### src/mar_regs.vh
// Purpose: Offsets, field positions and reset values of the attribute resolver
// Assumes: APB with 32-bit data, one aligned word per register
// Notes:   Shared by the resolver and the bench
`ifndef MAR_REGS_VH
`define MAR_REGS_VH
// Register byte offsets
`define MAR_OFF_GCTL     12'h000
`define MAR_OFF_S2CE     12'h004
`define MAR_OFF_S1CTL    12'h008
`define MAR_OFF_S2CTL    12'h00c
`define MAR_OFF_CATTR    12'h010
`define MAR_OFF_STATUS   12'h014
// Override field positions, common to all configuration registers
`define MAR_F_SEC        0
`define MAR_F_WA         2
`define MAR_F_RA         4
`define MAR_F_MTEN       6
`define MAR_F_MK         8
`define MAR_F_SH         12
`define MAR_F_INST       14
`define MAR_F_PRIV       16
`define MAR_F_TR         18
`define MAR_F_TYPE       24
`define MAR_F_XLAT       24
`define MAR_F_SKIP       31
// Writable bits and reset values
`define MAR_WMASK        32'h830fff7f
`define MAR_TRMASK       32'h000c0000
`define MAR_RST_CFG      32'h00000000
`define MAR_RST_CATTR    32'h00000f00
// Stream entry type codes
`define MAR_T_XLAT       2'b00
`define MAR_T_BYP        2'b01
`define MAR_T_FAULT      2'b10
// Context format codes
`define MAR_C_S1BYP      2'b00
`define MAR_C_NEST       2'b01
`define MAR_C_S2ONLY     2'b10
// Attribute vector bit positions
`define MAR_A_NS         0
`define MAR_A_RA         1
`define MAR_A_WA         2
`define MAR_A_TR         3
`define MAR_A_MK         4
`define MAR_A_DEV        8
`define MAR_A_SH         10
`define MAR_A_INST       12
`define MAR_A_PRIV       13
`define MAR_AW           14
// Defaults for markings the upstream bus lacks
`define MAR_DEF_ATTR     14'h0cf7
`endif

### src/mar_resolver.v
// Purpose: Resolves final memory attributes for each upstream transaction
// Assumes: Inputs synchronous to i_clk; descriptor inputs valid with i_in_valid
// Notes:   One register stage; address and attributes leave together
`include "mar_regs.vh"
`timescale 1ns/10ps
`default_nettype none

module mar_resolver #(
    parameter       AW        = 32,
    parameter [6:0] UP_MARKS  = 7'h7f,
    parameter       DOWN_TR   = 1
) (
    input  wire          i_clk,
    input  wire          i_reset_n,
    input  wire          i_ce,
    input  wire          psel,
    input  wire          penable,
    input  wire          pwrite,
    input  wire [11:0]   paddr,
    input  wire [31:0]   pwdata,
    output wire          pready,
    output reg  [31:0]   prdata,
    output reg           pslverr,
    input  wire          i_in_valid,
    output wire          o_in_ready,
    input  wire [AW-1:0] i_in_addr,
    input  wire          i_in_write,
    input  wire [13:0]   i_in_attr,
    input  wire [13:0]   i_s1_desc_attr,
    input  wire [3:0]    i_s2_desc_mk,
    input  wire [1:0]    i_s2_desc_dev,
    input  wire [1:0]    i_s2_desc_sh,
    input  wire [1:0]    i_s2_desc_ra,
    input  wire [1:0]    i_s2_desc_wa,
    output reg           o_out_valid,
    input  wire          i_out_ready,
    output reg  [AW-1:0] o_out_addr,
    output reg           o_out_write,
    output reg  [13:0]   o_out_attr,
    output reg           o_out_fault
);

    reg  [31:0] global_control;
    reg  [31:0] stream_to_context_entry;
    reg  [31:0] s1_context_control;
    reg  [31:0] s2_context_control;
    reg  [31:0] context_attribute_register;
    reg  [13:0] last_attr;
    reg         last_fault;
    reg  [13:0] next_attr;
    reg         next_fault;
    reg  [13:0] in_attr;
    reg  [13:0] s1_attr;
    reg  [13:0] ent_attr;
    reg  [31:0] s2_cfg;
    reg  [3:0]  s2_mk;
    reg  [1:0]  s2_dev;
    reg  [1:0]  s2_sh;
    reg  [1:0]  s2_ra;
    reg  [1:0]  s2_wa;
    wire        wr_en;
    wire        take;
    wire [31:0] wdata;

    // Reserved memory kinds 0100, 1000, 1100 become device
    function [3:0] mar_dec_mk;
        input [3:0] m;
        begin
            mar_dec_mk = (m[1:0] == 2'b00) ? 4'h0 : m;
        end
    endfunction

    // Reserved shareability 00 becomes outer shareable
    function [1:0] mar_dec_sh;
        input [1:0] f;
        begin
            mar_dec_sh = (f == 2'b00) ? 2'b01 : f;
        end
    endfunction

    // Reserved hint 01 becomes the pass-through code
    function [1:0] mar_dec_hint;
        input [1:0] f;
        begin
            mar_dec_hint = (f == 2'b01) ? 2'b00 : f;
        end
    endfunction

    // Applies one configuration word's overrides to an attribute vector
    function [13:0] mar_ovr;
        input [13:0] a;
        input [31:0] c;
        input        full;
        input        fetch_priv;
        reg   [1:0]  f;
        reg   [3:0]  m;
        reg   [13:0] r;
        begin
            r = a;
            f = 2'b00;
            m = 4'h0;
            if (full) begin
                f = c[`MAR_F_SEC+:2];
                if (f == 2'b01)
                    f = 2'b11;
                if (f[1])
                    r[`MAR_A_NS] = f[0];
                f = mar_dec_hint(c[`MAR_F_RA+:2]);
                if (f[1])
                    r[`MAR_A_RA] = f[0];
                f = mar_dec_hint(c[`MAR_F_WA+:2]);
                if (f[1])
                    r[`MAR_A_WA] = f[0];
                f = mar_dec_hint(c[`MAR_F_TR+:2]);
                if (f[1])
                    r[`MAR_A_TR] = f[0];
                m = mar_dec_mk(c[`MAR_F_MK+:4]);
                // Without the enable only normal incoming memory is retyped
                if (c[`MAR_F_MTEN] || (a[`MAR_A_MK+:2] != 2'b00 &&
                                       a[`MAR_A_MK+2+:2] != 2'b00))
                    r[`MAR_A_MK+:4] = m;
                r[`MAR_A_SH+:2] = mar_dec_sh(c[`MAR_F_SH+:2]);
            end
            if (fetch_priv) begin
                f = c[`MAR_F_INST+:2];
                if (f == 2'b01)
                    f = 2'b11;
                if (f[1])
                    r[`MAR_A_INST] = f[0];
                f = c[`MAR_F_PRIV+:2];
                if (f == 2'b01)
                    f = 2'b10;
                if (f[1])
                    r[`MAR_A_PRIV] = f[0];
            end
            mar_ovr = r;
        end
    endfunction

    // Combines stage 1 with stage 2, stronger type and share win
    function [13:0] mar_comb;
        input [13:0] a;
        input [3:0]  mk;
        input [1:0]  dv;
        input [1:0]  sh;
        input [1:0]  ra;
        input [1:0]  wa;
        reg   [13:0] r;
        begin
            r = a;
            if (mk[1:0] < a[`MAR_A_MK+:2])
                r[`MAR_A_MK+:2] = mk[1:0];
            if (mk[3:2] < a[`MAR_A_MK+2+:2])
                r[`MAR_A_MK+2+:2] = mk[3:2];
            if (dv < a[`MAR_A_DEV+:2])
                r[`MAR_A_DEV+:2] = dv;
            if (sh < a[`MAR_A_SH+:2])
                r[`MAR_A_SH+:2] = sh;
            if (ra[1])
                r[`MAR_A_RA] = ra[0];
            if (wa[1])
                r[`MAR_A_WA] = wa[0];
            mar_comb = r;
        end
    endfunction

    // Bus slave answers in the access phase with no wait
    assign pready = 1'b1;
    assign wr_en  = psel & penable & pwrite & i_ce;
    // Transient field reads zero when the downstream bus lacks it
    assign wdata  = pwdata & `MAR_WMASK & ~(DOWN_TR ? 32'h0 : `MAR_TRMASK);

    // Configuration registers keep reserved codes as written
    always @(posedge i_clk) begin
        if (!i_reset_n) begin
            global_control             <= `MAR_RST_CFG;
            stream_to_context_entry    <= `MAR_RST_CFG;
            s1_context_control         <= `MAR_RST_CFG;
            s2_context_control         <= `MAR_RST_CFG;
            context_attribute_register <= `MAR_RST_CATTR;
        end else if (wr_en) begin
            case (paddr)
                `MAR_OFF_GCTL:  global_control <= wdata;
                `MAR_OFF_S2CE:  stream_to_context_entry <= wdata;
                `MAR_OFF_S1CTL: s1_context_control <= wdata;
                `MAR_OFF_S2CTL: s2_context_control <= wdata;
                `MAR_OFF_CATTR: context_attribute_register <= wdata;
                default: ;
            endcase
        end
    end

    // Read data captured in the setup phase, error on unmapped address
    always @(posedge i_clk) begin
        if (!i_reset_n) begin
            prdata  <= 32'h0;
            pslverr <= 1'b0;
        end else if (i_ce && psel && !penable) begin
            pslverr <= 1'b0;
            case (paddr)
                `MAR_OFF_GCTL:   prdata <= global_control;
                `MAR_OFF_S2CE:   prdata <= stream_to_context_entry;
                `MAR_OFF_S1CTL:  prdata <= s1_context_control;
                `MAR_OFF_S2CTL:  prdata <= s2_context_control;
                `MAR_OFF_CATTR:  prdata <= context_attribute_register;
                `MAR_OFF_STATUS: prdata <= {17'h0, last_fault, last_attr};
                default: begin
                    prdata  <= 32'h0;
                    pslverr <= 1'b1;
                end
            endcase
        end
    end

    // Upstream markings the bus lacks take their defaults
    always @* begin
        in_attr = i_in_attr;
        if (!UP_MARKS[0])
            in_attr[`MAR_A_NS] = 1'b1;
        if (!UP_MARKS[1])
            in_attr[`MAR_A_WA:`MAR_A_RA] = 2'b11;
        if (!UP_MARKS[2]) begin
            in_attr[`MAR_A_MK+:4]  = 4'hf;
            in_attr[`MAR_A_DEV+:2] = 2'b11;
        end
        if (!UP_MARKS[3])
            in_attr[`MAR_A_SH+:2] = 2'b11;
        if (!UP_MARKS[4])
            in_attr[`MAR_A_INST] = 1'b0;
        if (!UP_MARKS[5])
            in_attr[`MAR_A_PRIV] = 1'b0;
        if (!UP_MARKS[6])
            in_attr[`MAR_A_TR] = 1'b0;
        in_attr[`MAR_A_SH+:2] = mar_dec_sh(in_attr[`MAR_A_SH+:2]);
    end

    // Stage 1 result: entry transform, then control register or descriptor, except in stage-2-only format where only the entry transform applies
    always @* begin
        ent_attr = mar_ovr(in_attr, stream_to_context_entry, 1'b1, 1'b1);
        if (context_attribute_register[`MAR_F_TYPE+:2] == `MAR_C_S2ONLY)
            s1_attr = ent_attr;
        else if (s1_context_control[`MAR_F_XLAT]) begin
            s1_attr = i_s1_desc_attr;
            s1_attr[`MAR_A_INST] = ent_attr[`MAR_A_INST];
            s1_attr[`MAR_A_PRIV] = ent_attr[`MAR_A_PRIV];
        end else
            s1_attr = mar_ovr(ent_attr, s1_context_control, 1'b1, 1'b0);
    end

    // Stage 2 source chosen by context format and translation enable
    always @* begin
        s2_cfg = (context_attribute_register[`MAR_F_TYPE+:2] == `MAR_C_S1BYP) ?
                 context_attribute_register : s2_context_control;
        s2_mk  = mar_dec_mk(s2_cfg[`MAR_F_MK+:4]);
        s2_dev = 2'b11;
        s2_sh  = mar_dec_sh(s2_cfg[`MAR_F_SH+:2]);
        s2_ra  = mar_dec_hint(s2_cfg[`MAR_F_RA+:2]);
        s2_wa  = mar_dec_hint(s2_cfg[`MAR_F_WA+:2]);
        if (context_attribute_register[`MAR_F_TYPE+:2] != `MAR_C_S1BYP &&
            s2_context_control[`MAR_F_XLAT]) begin
            s2_mk  = i_s2_desc_mk;
            s2_dev = i_s2_desc_dev;
            s2_sh  = mar_dec_sh(i_s2_desc_sh);
            s2_ra  = mar_dec_hint(i_s2_desc_ra);
            s2_wa  = mar_dec_hint(i_s2_desc_wa);
        end
    end

    // Picks the configuration source and builds the final attributes
    always @* begin
        next_fault = 1'b0;
        if (global_control[`MAR_F_SKIP])
            next_attr = mar_ovr(in_attr, global_control, 1'b1, 1'b1);
        else begin
            case (stream_to_context_entry[`MAR_F_TYPE+:2])
                `MAR_T_BYP:
                    next_attr = mar_ovr(in_attr, stream_to_context_entry,
                                        1'b1, 1'b0);
                `MAR_T_XLAT:
                    next_attr = mar_comb(s1_attr, s2_mk, s2_dev, s2_sh,
                                         s2_ra, s2_wa);
                default: begin
                    next_attr  = in_attr;
                    next_fault = 1'b1;
                end
            endcase
        end
        if (i_in_write)
            next_attr[`MAR_A_INST] = 1'b0;
        if (next_attr[`MAR_A_MK+:2] < 2'b10 || next_attr[`MAR_A_MK+2+:2] < 2'b10)
            next_attr[`MAR_A_SH+:2] = 2'b01;
    end

    // Output stage holds one resolved transfer until taken
    assign o_in_ready = i_ce & (~o_out_valid | i_out_ready);
    assign take       = o_in_ready & i_in_valid;

    always @(posedge i_clk) begin
        if (!i_reset_n) begin
            o_out_valid <= 1'b0;
            o_out_addr  <= {AW{1'b0}};
            o_out_write <= 1'b0;
            o_out_attr  <= 14'h0;
            o_out_fault <= 1'b0;
            last_attr   <= 14'h0;
            last_fault  <= 1'b0;
        end else if (i_ce) begin
            if (take) begin
                o_out_valid <= 1'b1;
                o_out_addr  <= i_in_addr;
                o_out_write <= i_in_write;
                o_out_attr  <= next_attr;
                o_out_fault <= next_fault;
                last_attr   <= next_attr;
                last_fault  <= next_fault;
            end else if (i_out_ready)
                o_out_valid <= 1'b0;
        end
    end

endmodule // mar_resolver

`default_nettype wire

### config.mk
export PLATFORM = sky130hd
export DESIGN_NAME = mar_resolver
export DESIGN_NICKNAME = d
export VERILOG_FILES = /design/src/mar_resolver.v
export VERILOG_INCLUDE_DIRS = /design/src /design/src/src
export SDC_FILE = /design/constraint.sdc
export NUM_CORES = 1
export LEC_CHECK = 0
export BUFFER_PORTS_ARGS = -buffer_cell sky130_fd_sc_hd__buf_2
export CAP_MARGIN = 20
export CORE_MARGIN = 3
export CORE_UTILIZATION = 50
export CTS_BUF_LIST = sky130_fd_sc_hd__clkbuf_4
export CTS_CLUSTER_DIAMETER = 60
export DETAILED_ROUTE_END_ITERATION = 12
export PLACE_DENSITY = 0.71
export REMOVE_ABC_BUFFERS = 1
export SLEW_MARGIN = 30
export SYNTH_ARGS = -nofsm -noshare
export SYNTH_HDL_FRONTEND = slang
export SYNTH_SLANG_ARGS = --single-unit
### constraint.sdc
create_clock -name i_clk -period 3.2 [get_ports i_clk]
set_input_delay 0.16 -clock i_clk [delete_from_list [all_inputs] [get_ports i_clk]]
set_output_delay 0.16 -clock i_clk [all_outputs]
set_load 0.02 [all_outputs]
; Word level (Yosys, flattened, before mapping)
; Cells that the tools add are included.
; W data, S select, Z words.
[totals]
out_inout_bits = 84
elab_cells = 171
reg_bits = 192
[classes]
reduce_logical = 38
mux = 81
eq_ne = 27
n_bitwise = 7
order_cmp = 6
[op_table]
columns = cell, n
row1 = $pmux W32 S6, 1
row2 = $mux W2, 42
row3 = $eq A2 B1 Y1 const B, 21
row4 = $mux W4, 8
row5 = $mux W14, 2
row6 = $pmux W14 S2, 1
row7 = $mux W1, 25
row8 = $eq A12 B4 Y1 const B, 2
row9 = $eq A12 B5 Y1 const B, 2
row10 = $logic_not A2 Y1, 12
row11 = $mux W12, 2
row12 = $reduce_and A2 Y1, 7
row13 = $eq A12 B3 Y1 const B, 1
row14 = $logic_not A12 Y1, 1
row15 = $reduce_bool A2 Y1, 6
row16 = $lt A2 B2 Y1, 4
row17 = $reduce_or A6 Y1, 1
row18 = $and A1 B1 Y1, 5
row19 = $logic_and A1 B1 Y1, 5
row20 = $logic_or A1 B1 Y1, 4
row21 = $lt A2 B2 Y1 const B, 2
row22 = $eq A2 B2 Y1 const B, 1
row23 = $reduce_or A2 Y1, 1
row24 = $logic_not A1 Y1, 1
row25 = 2 further kinds, 2

; Depth between registers and ports, before layout
; Gate-level depths: netlist (run 1).
[logic_depth]
depth_word = 17
mapped_depth = 15
mapped_depth_nobuf = 14

; Worst setup path before layout (run 1)
; OpenSTA, ideal clock, no wires.
[synth_timing]
path_kind = flip-flop to flip-flop
startpoint = reg stream_to_context_entry[6]
endpoint = reg last_attr[6]
path_stages_with_launch = 16
setup_slack_ns = 0.533
required_time_ns = 3.073
setup_time_ns = 0.127
t_arrival_ns = 2.540
path_cell_list = dfxtp_1 -> clkbuf_1 -> nor3_1 -> nand2_1 -> a22oi_1 -> nor2b_1 -> a31oi_1 -> o21ai_0 -> inv_1 -> ha_1 -> nor3b_1 -> a41o_1 -> a31o_2 -> and3b_1 -> o22ai_1 -> a31oi_1
[synth_between]
elab_chain_len = 12
elab_cells_between_ends = 13
classes_between = order compare: 1 / mux: 7 / reduce/logical: 5
[synth_rtl]
columns = element, line
row1 = start: declaration, mar_resolver.v:44  ; reg [31:0] stream_to_context_entry;
row2 = start signal: assignment, mar_resolver.v:177  ; stream_to_context_entry <= `MAR_RST_CFG;
row3 = start signal: assignment, mar_resolver.v:184  ; `MAR_OFF_S2CE: stream_to_context_entry <= wdata;
row4 = $logic_or A1 B1 Y1 *, mar_resolver.v:119  ; if (c[`MAR_F_MTEN] || (a[`MAR_A_MK+:2] != 2'b00 &&
row5 = $mux W4 *, mar_resolver.v:119
row6 = $reduce_bool A2 Y1 (on tied branches), "mar_resolver.v:119, mar_resolver.v:120"
row7 = $logic_and A1 B1 Y1, mar_resolver.v:119
row8 = $logic_or A1 B1 Y1, mar_resolver.v:119
row9 = $mux W4, mar_resolver.v:119
row10 = $mux W12, mar_resolver.v:242  ; else if (s1_context_control[`MAR_F_XLAT]) begin
row11 = $mux W12, mar_resolver.v:240  ; if (context_attribute_register[`MAR_F_TYPE+:2] == `MAR_C_S2ONLY)
row12 = $lt A2 B2 Y1, mar_resolver.v:153  ; if (mk[3:2] < a[`MAR_A_MK+2+:2])
row13 = $mux W2, mar_resolver.v:153
row14 = $pmux W14 S2 *, mar_resolver.v:275  ; case (stream_to_context_entry[`MAR_F_TYPE+:2])
row15 = $mux W14 *, mar_resolver.v:272  ; if (global_control[`MAR_F_SKIP])
row16 = end signal: assignment, mar_resolver.v:314  ; last_attr <= next_attr;
row17 = end: declaration, mar_resolver.v:48  ; reg [13:0] last_attr;
; Every way passes the cells marked *; elsewhere a longest branch is shown, timed or not.
; A chain may end at the register's enable or synchronous reset.

; Final worst setup path (run 1)
; Same ends and word-level chain as after synthesis.

==> results of run 1 <==
per-stage QoR:
step           setup WS (ns)  cells  power [W]  TNS [ns]  utilization, %
3_5_place_dp           0.374   1508    0.00280         0            58.1
5_1_grt               0.0239   1608    0.00419         0            63.5
4_1_cts                0.329   1607    0.00405         0            63.4
6_report               0.259   1608    0.00404         0            63.5
3_3_place_gp           0.410   1508    0.00280         0            58.1
2_1_floorplan         -0.585   1056    0.00258    -12.96               -
state kept, by name, summed over array words and instances, names as in the netlist:
| signal | count |
|---|---|
| prdata | 23 |
| o_out_valid | 1 |
| global_control | 22 |
| stream_to_context_entry | 22 |
| o_out_write | 1 |
| pslverr | 1 |
| s2_context_control | 22 |
| last_attr | 14 |
| o_out_addr | 32 |
| s1_context_control | 22 |
| last_fault | 1 |
| context_attribute_register | 22 |
synthesized netlist by cell type, types with 6 or more instances:
library cell | instances | area (µm²)
a211oi_1 | 13 | 97.6
a21oi_1 | 157 | 786
a21oi_2 | 20 | 175
a221oi_1 | 6 | 52.6
a22o_1 | 8 | 70.1
a31oi_1 | 7 | 43.8
buf_1 | 9 | 33.8
buf_2 | 7 | 35.0
buf_4 | 12 | 90.1
clkbuf_1 | 63 | 236
dfxtp_1 | 183 | 3660
ha_1 | 8 | 100
inv_1 | 12 | 45.0
mux2i_1 | 70 | 701
nand2_1 | 292 | 1100
nand2b_1 | 8 | 50.1
nand3_1 | 12 | 60.1
nor2_1 | 74 | 278
nor2b_1 | 15 | 93.8
nor3_1 | 13 | 65.1
o21ai_0 | 45 | 225
o221ai_1 | 16 | 140
or3_1 | 7 | 43.8
per-layer routing:
| metal | routed length (µm) | vias to the layer above | GRT usage, % |
|---|---|---|---|
| met5 | 0 | - | 0 |
| met4 | 832 | 0 | 10.1 |
| met3 | 2640 | 58 | 5.34 |
| met2 | 14200 | 448 | 48.8 |
| met1 | 12300 | 4362 | 40.9 |
| li1 | - | 4390 | - |
what timing repair did:
item                      in CTS  in global routing
hold endpoints to repair     156                  0
hold buffers                  67                  0
setup buffers                  0                  0
final cells by class:
| class | count | area [µm²] | area share (%) |
|---|---|---|---|
| multi-input cells | 860 | 4790 | 43.7 |
| flip-flops and latches | 183 | 3660 | 33.4 |
| repair buffers | 294 | 1930 | 17.6 |
| well taps | 225 | 282 | 2.56 |
| clock buffers | 18 | 135 | 1.23 |
| clock inverters | 14 | 115 | 1.05 |
| inverters | 13 | 51.3 | 0.467 |
| diodes | 1 | 2.50 | 0.0228 |
logic make-up after synthesis:
logic type                 Yosys count  synth area share, %
muxes                               73                 8.29
buffers and inverters              106                 5.27
and+or+nand+nor                    452                 21.7
adders and majority gates            8                 1.13
DFF                                183                 41.3
AOI/OAI and AO/OA                  317                 22.2
other                                2               0.0847
tightest hold or removal path: stages:
cell	delay (ns)
buf_2	0.17
a221oi_1	0.11
a31oi_1	0.16
power breakdown:
part	total, W	internal, W	switching, W
registers	0.00234	0.00232	0.0000225
logic	0.000485	0.000198	0.000287
clock network	0.00122	0.000336	0.000880
total	0.00404	0.00285	0.00119
path summary, 6_finish.rpt:
path	start	endpoint	slack [ns]	cells past startpoint
max	stream_to_context_entry[6]	last_attr[6]	0.26	14
min	i_in_attr[6]	last_attr[6]	0.05	3
max reg2reg	stream_to_context_entry[6]	last_attr[6]	0.26	14
min reg2reg	o_out_write	o_out_write	0.46	2
==> results_dict.tcl, run 1 <==
set metrics [dict create \
    period_share_pct 91.9 \
    setup_viol 0 \
    insertion_delay_ns 0.60 \
    path_common_cell "a31oi_1" \
    worstPathMaxFanout 3 \
    port_buffers 186 \
    path_class "reg -> reg" \
    die_w_um 139 \
    synth_area_mm2 0.00886 \
    drt-wirelength-per-cell_um 18.6 \
    start_util_pct 51.2 \
    cts_num_sinks 183 \
    seq_area_frac_synth_pct 41.3 \
    root_buffer "clkbuf_4" \
    num_rows 48 \
    cts_tree "built" \
    antenna_found_initial 1 \
    drt-initial-drc-count 821 \
    ios 209 \
    worstMarginPinSlew_ns 0.874 \
    grt_first_pass_wirelength_um 46700 \
    whs_ns 0.0520 \
    area_delta_synth_final_pct 23.9 \
    die_height_um 139 \
    crit_path_end_kind "flip-flop" \
    avgSynthCellArea_um2 7.77 \
    drive_above_1_share_pct 22.1 \
    grt_max_degree 93 \
    power.leakage_nw 4.32 \
    cp_cell_sequence "nor3_1 > nand2_1 > a22oi_1 > nor2b_1 > a31oi_1 > o21ai_0 > inv_1 > ha_1 > nor3b_1 > a41o_1 > a31o_2 > and3b_1 > o22ai_1 > a31oi_1" \
    finalHoldViolations 0 \
    dp_hpwl_um 20100 \
    hp-class "in -> reg" \
    grt.total_usage_pct 30.1 \
    finalMaxSlewViolations 0 \
    postPlaceCellArea_mm2 0.0101 \
    cp-start-kind "flip-flop" \
    grt_setup_unrepaired "false" \
    grt_overflow 0 \
    grt_pass1_vias 8424 \
    p_per_area_mw_per_mm2 368 \
    crit_family "compound AO/OA/AOI/OAI gates" \
    gp_congestion 0.947 \
    synth_edf_count 0 \
    cts_buffer_depth 2 \
    slowest_stage "dfxtp_1" \
    drt_pass1_iterations 6 \
    maxCapViolations 0 \
    finalCriticalPeriod_ns 2.94 \
    final.setup_skew_ns 0.0187 \
    layout_commonest_cell "nand2_1" \
    die-area_mm2 0.0194 \
    fill_cells 1571 \
    max_freq_mhz 340 \
    cts.htree.levels 4 \
    async_flop_share_pct 0 \
    ctsResizeCount 0 \
    yosys_register_bits 183 \
    mostFrequentLayoutCells "292 x nand2_1, 186 x buf_2, 183 x dfxtp_1" \
    status "complete, no violations" \
    ir_drop_uv 210 \
    vias_per_cell 5.76 \
    finalInstanceArea_mm2 0.0110 \
    cts_buffers 17 \
    coreArea_mm2 0.0173 \
    cp_data_arrival_time_ns 3.43 \
    vias 9258 \
    syn_inst 1141 \
    critical-path-max-stage-delay_ns 0.35 \
    synth_flop_cell "dfxtp_1" \
    drcViolationCount 0 \
    worstPathRequired_ns 3.68 \
    postRouteWirelength_um 30000 \
    synth_cell_types 63 \
    ant_nets 0 \
    path_buf_inv 1 \
    yosys_warnings 0 \
    nets 1502 \
    clk_pin_slew_worst_paths_ns 0.15 \
    max_slew_margin_pct 41.7 \
]
(Power assumes the default switching activity.)
==> run 2: changes to the inputs <==
--- a/config.mk
+++ b/config.mk
@@ -7,7 +7,7 @@
 export NUM_CORES = 1
 export LEC_CHECK = 0
 export BUFFER_PORTS_ARGS = -buffer_cell sky130_fd_sc_hd__buf_2
-export CAP_MARGIN = 20
+export CAP_MARGIN = 0
 export CORE_MARGIN = 3
 export CORE_UTILIZATION = 50
 export CTS_BUF_LIST = sky130_fd_sc_hd__clkbuf_4
==> constraint.sdc (replaced) <==
create_clock -name i_clk -period 3 [get_ports i_clk]
set_input_delay 0.15 -clock i_clk [delete_from_list [all_inputs] [get_ports i_clk]]
set_output_delay 0.15 -clock i_clk [all_outputs]
set_load 0.02 [all_outputs]
==> results_dict.tcl, run 2 (synthesized netlist as in run 1, its figures left out) <==
set metrics [dict create \
    status "complete, no violations" \
    die_height_um 139 \
    setup_viol 0 \
    path_class "reg -> reg" \
    maxCapViolations 0 \
    p_per_area_mw_per_mm2 402 \
    top_register "o_out_addr" \
    cp.depth 13 \
    endpoint "last_attr[6]" \
    drt-wirelength-per-cell_um 18.7 \
    cp_cell_sequence "o21ai_0 > a22oi_1 > nor2b_1 > a31oi_1 > o21ai_0 > inv_1 > ha_1 > nor3b_1 > a41o_1 > a31o_2 > and3b_1 > o22ai_1 > a31oi_1" \
    max_freq_mhz 356 \
    internal_power_w 0.00321 \
    use_met3_pct 4.90 \
    grt_first_pass_wirelength_um 47000 \
    slowest_stage "dfxtp_1" \
    final.setup_skew_ns 0.0267 \
    worstMarginPinSlew_ns 0.919 \
    reg_top3 "o_out_addr x32, prdata x23" \
    finalHoldViolations 0 \
    use_met2_pct 49.3 \
    mostFrequentLayoutCells "292 x nand2_1, 186 x buf_2, 183 x dfxtp_1" \
    drive_above_1_share_pct 22.1 \
    grt_max_degree 63 \
    hp-class "in -> reg" \
    crit_family "compound AO/OA/AOI/OAI gates" \
    regArea_mm2 0.00366 \
    busiest_layer "met2" \
    p_seq_share_pct 56.3 \
    cts.htree.levels 4 \
    drt-initial-drc-count 857 \
    grt_overflow 0 \
    die_w_um 139 \
    antenna_found_initial 1 \
    largest_reg_flops 32 \
    grt.total_usage_pct 30.2 \
    rrSetupSlack_ns 0.19 \
    dp_hpwl_um 20100 \
    drcViolationCount 0 \
    p_sw_share_pct 27.6 \
    crit_path_end_kind "flip-flop" \
    p_comb_share_pct 11.7 \
    reg2reg_depth 13 \
    power.share.clock_pct 32.0 \
    gp_congestion 0.974 \
    netSwitchingPower_w 0.00122 \
    cp-start-kind "flip-flop" \
    grt_use_met1_pct 41.0 \
    postRouteWirelength_um 30100 \
    grt_setup_unrepaired "false" \
    finalCriticalPeriod_ns 2.81 \
    crit_start "stream_to_context_entry[8]" \
    nets 1502 \
    coreArea_mm2 0.0173 \
    path_buf_inv 1 \
    vias_per_cell 5.75 \
    cp_data_arrival_time_ns 3.30 \
    worstPathRequired_ns 3.49 \
    ant_nets 0 \
    fill_cells 1587 \
    vias 9244 \
    cts_buffers 17 \
    critical-path-max-stage-delay_ns 0.51 \
    root_buffer "clkbuf_4" \
    cts_num_sinks 183 \
    postCtsSetupBuffers 0 \
    area_delta_synth_final_pct 24.3 \
    clk_pin_slew_worst_paths_ns 0.15 \
    period_share_pct 93.6 \
    insertion_delay_ns 0.59 \
    power.leakage_nw 4.34 \
    grt_pass1_vias 8588 \
    finalMaxSlewViolations 0 \
    start_util_pct 51.2 \
    layout_commonest_cell "nand2_1" \
    num_rows 48 \
    multi_input_area_mm2 0.00480 \
    ios 209 \
    cts_buffer_depth 2 \
    r2r-end "last_attr[6]" \
    power_w 0.00443 \
    drt_pass1_iterations 6 \
    whs_ns 0.0453 \
    cts_tree "built" \
    ir_drop_uv 233 \
    die-area_mm2 0.0194 \
    r2r-start "stream_to_context_entry[8]" \
    worstPathMaxFanout 8 \
    max_slew_margin_pct 38.5 \
    port_buffers 186 \
]
## run 2: changes by cell type in the layout (fill, tap and decap cells not counted), sizes merged
cell and delta:
clkinv -2, bufinv +2, clkbuf +1, inv -1
## run 2: worst min path at each step
| stage | start | to | cells after the start |
|---|---|---|---|
| floorplan | i_reset_n | context_attribute_register[10] | 1 |
| global placement | i_in_addr[16] | o_out_addr[16] | 3 |
| detailed placement | i_in_addr[30] | o_out_addr[30] | 3 |
| CTS | i_in_attr[3] | last_attr[3] | 5 |
| global route | i_in_attr[13] | last_attr[13] | 5 |
| finish | i_in_attr[13] | last_attr[13] | 5 |
## run 2: power groups by stage
stage	clock (W)	sequential (W)	combinational [W]
5_1_grt	0.00154	0.00250	0.000557
4_1_cts	0.00144	0.00249	0.000510
3_5_place_dp	0	0.00255	0.000440
2_1_floorplan	0	0.00259	0.000159
3_3_place_gp	0	0.00255	0.000437
6_report	0.00141	0.00249	0.000518
## run 2: layer usage
layer	part of all wire, %	routed length [µm]	vias to the layer above
met4	2.4	719	0
met2	48	14400	423
li1	-	-	4391
met3	8.3	2480	55
met5	0	0	-
met1	42	12500	4375
## run 2: per-stage QoR
step	TNS, ns	worst slack (ns)	cells	instance area, µm²	utilization, %
final	0	0.191	1608	11000	63.7
after global routing	0	0.00231	1608	11000	63.7
after CTS	0	0.162	1607	11000	63.7
after detailed placement	0	0.196	1508	10100	58.1
after global placement	0	0.217	1508	10100	58.1
after floorplan	-21.33	-0.775	1056	8470	-
## run 2: what timing repair did
item / in CTS / in global routing
hold endpoints to repair: 158 / 0
hold buffers: 67 / 0
resized for setup: 0 / 1
setup endpoints to repair: 0 / 1
## run 2: cell type report
| type | count | share of cell area [%] |
|---|---|---|
| timing repair buffer | 294 | 17.6 |
| clock inverter | 13 | 1.31 |
| multi-input combinational | 860 | 43.5 |
| antenna | 1 | 0.0227 |
| tap | 225 | 2.56 |
| inverter | 13 | 0.466 |
| clock buffer | 19 | 1.29 |
| sequential | 183 | 33.2 |
## run 2: tightest hold or removal path, cell delays in order
cell and delay [ns]:
buf_2 0.11, nand2_1 0.05, a311oi_1 0.13, a21oi_1 0.13, nor2_1 0.04
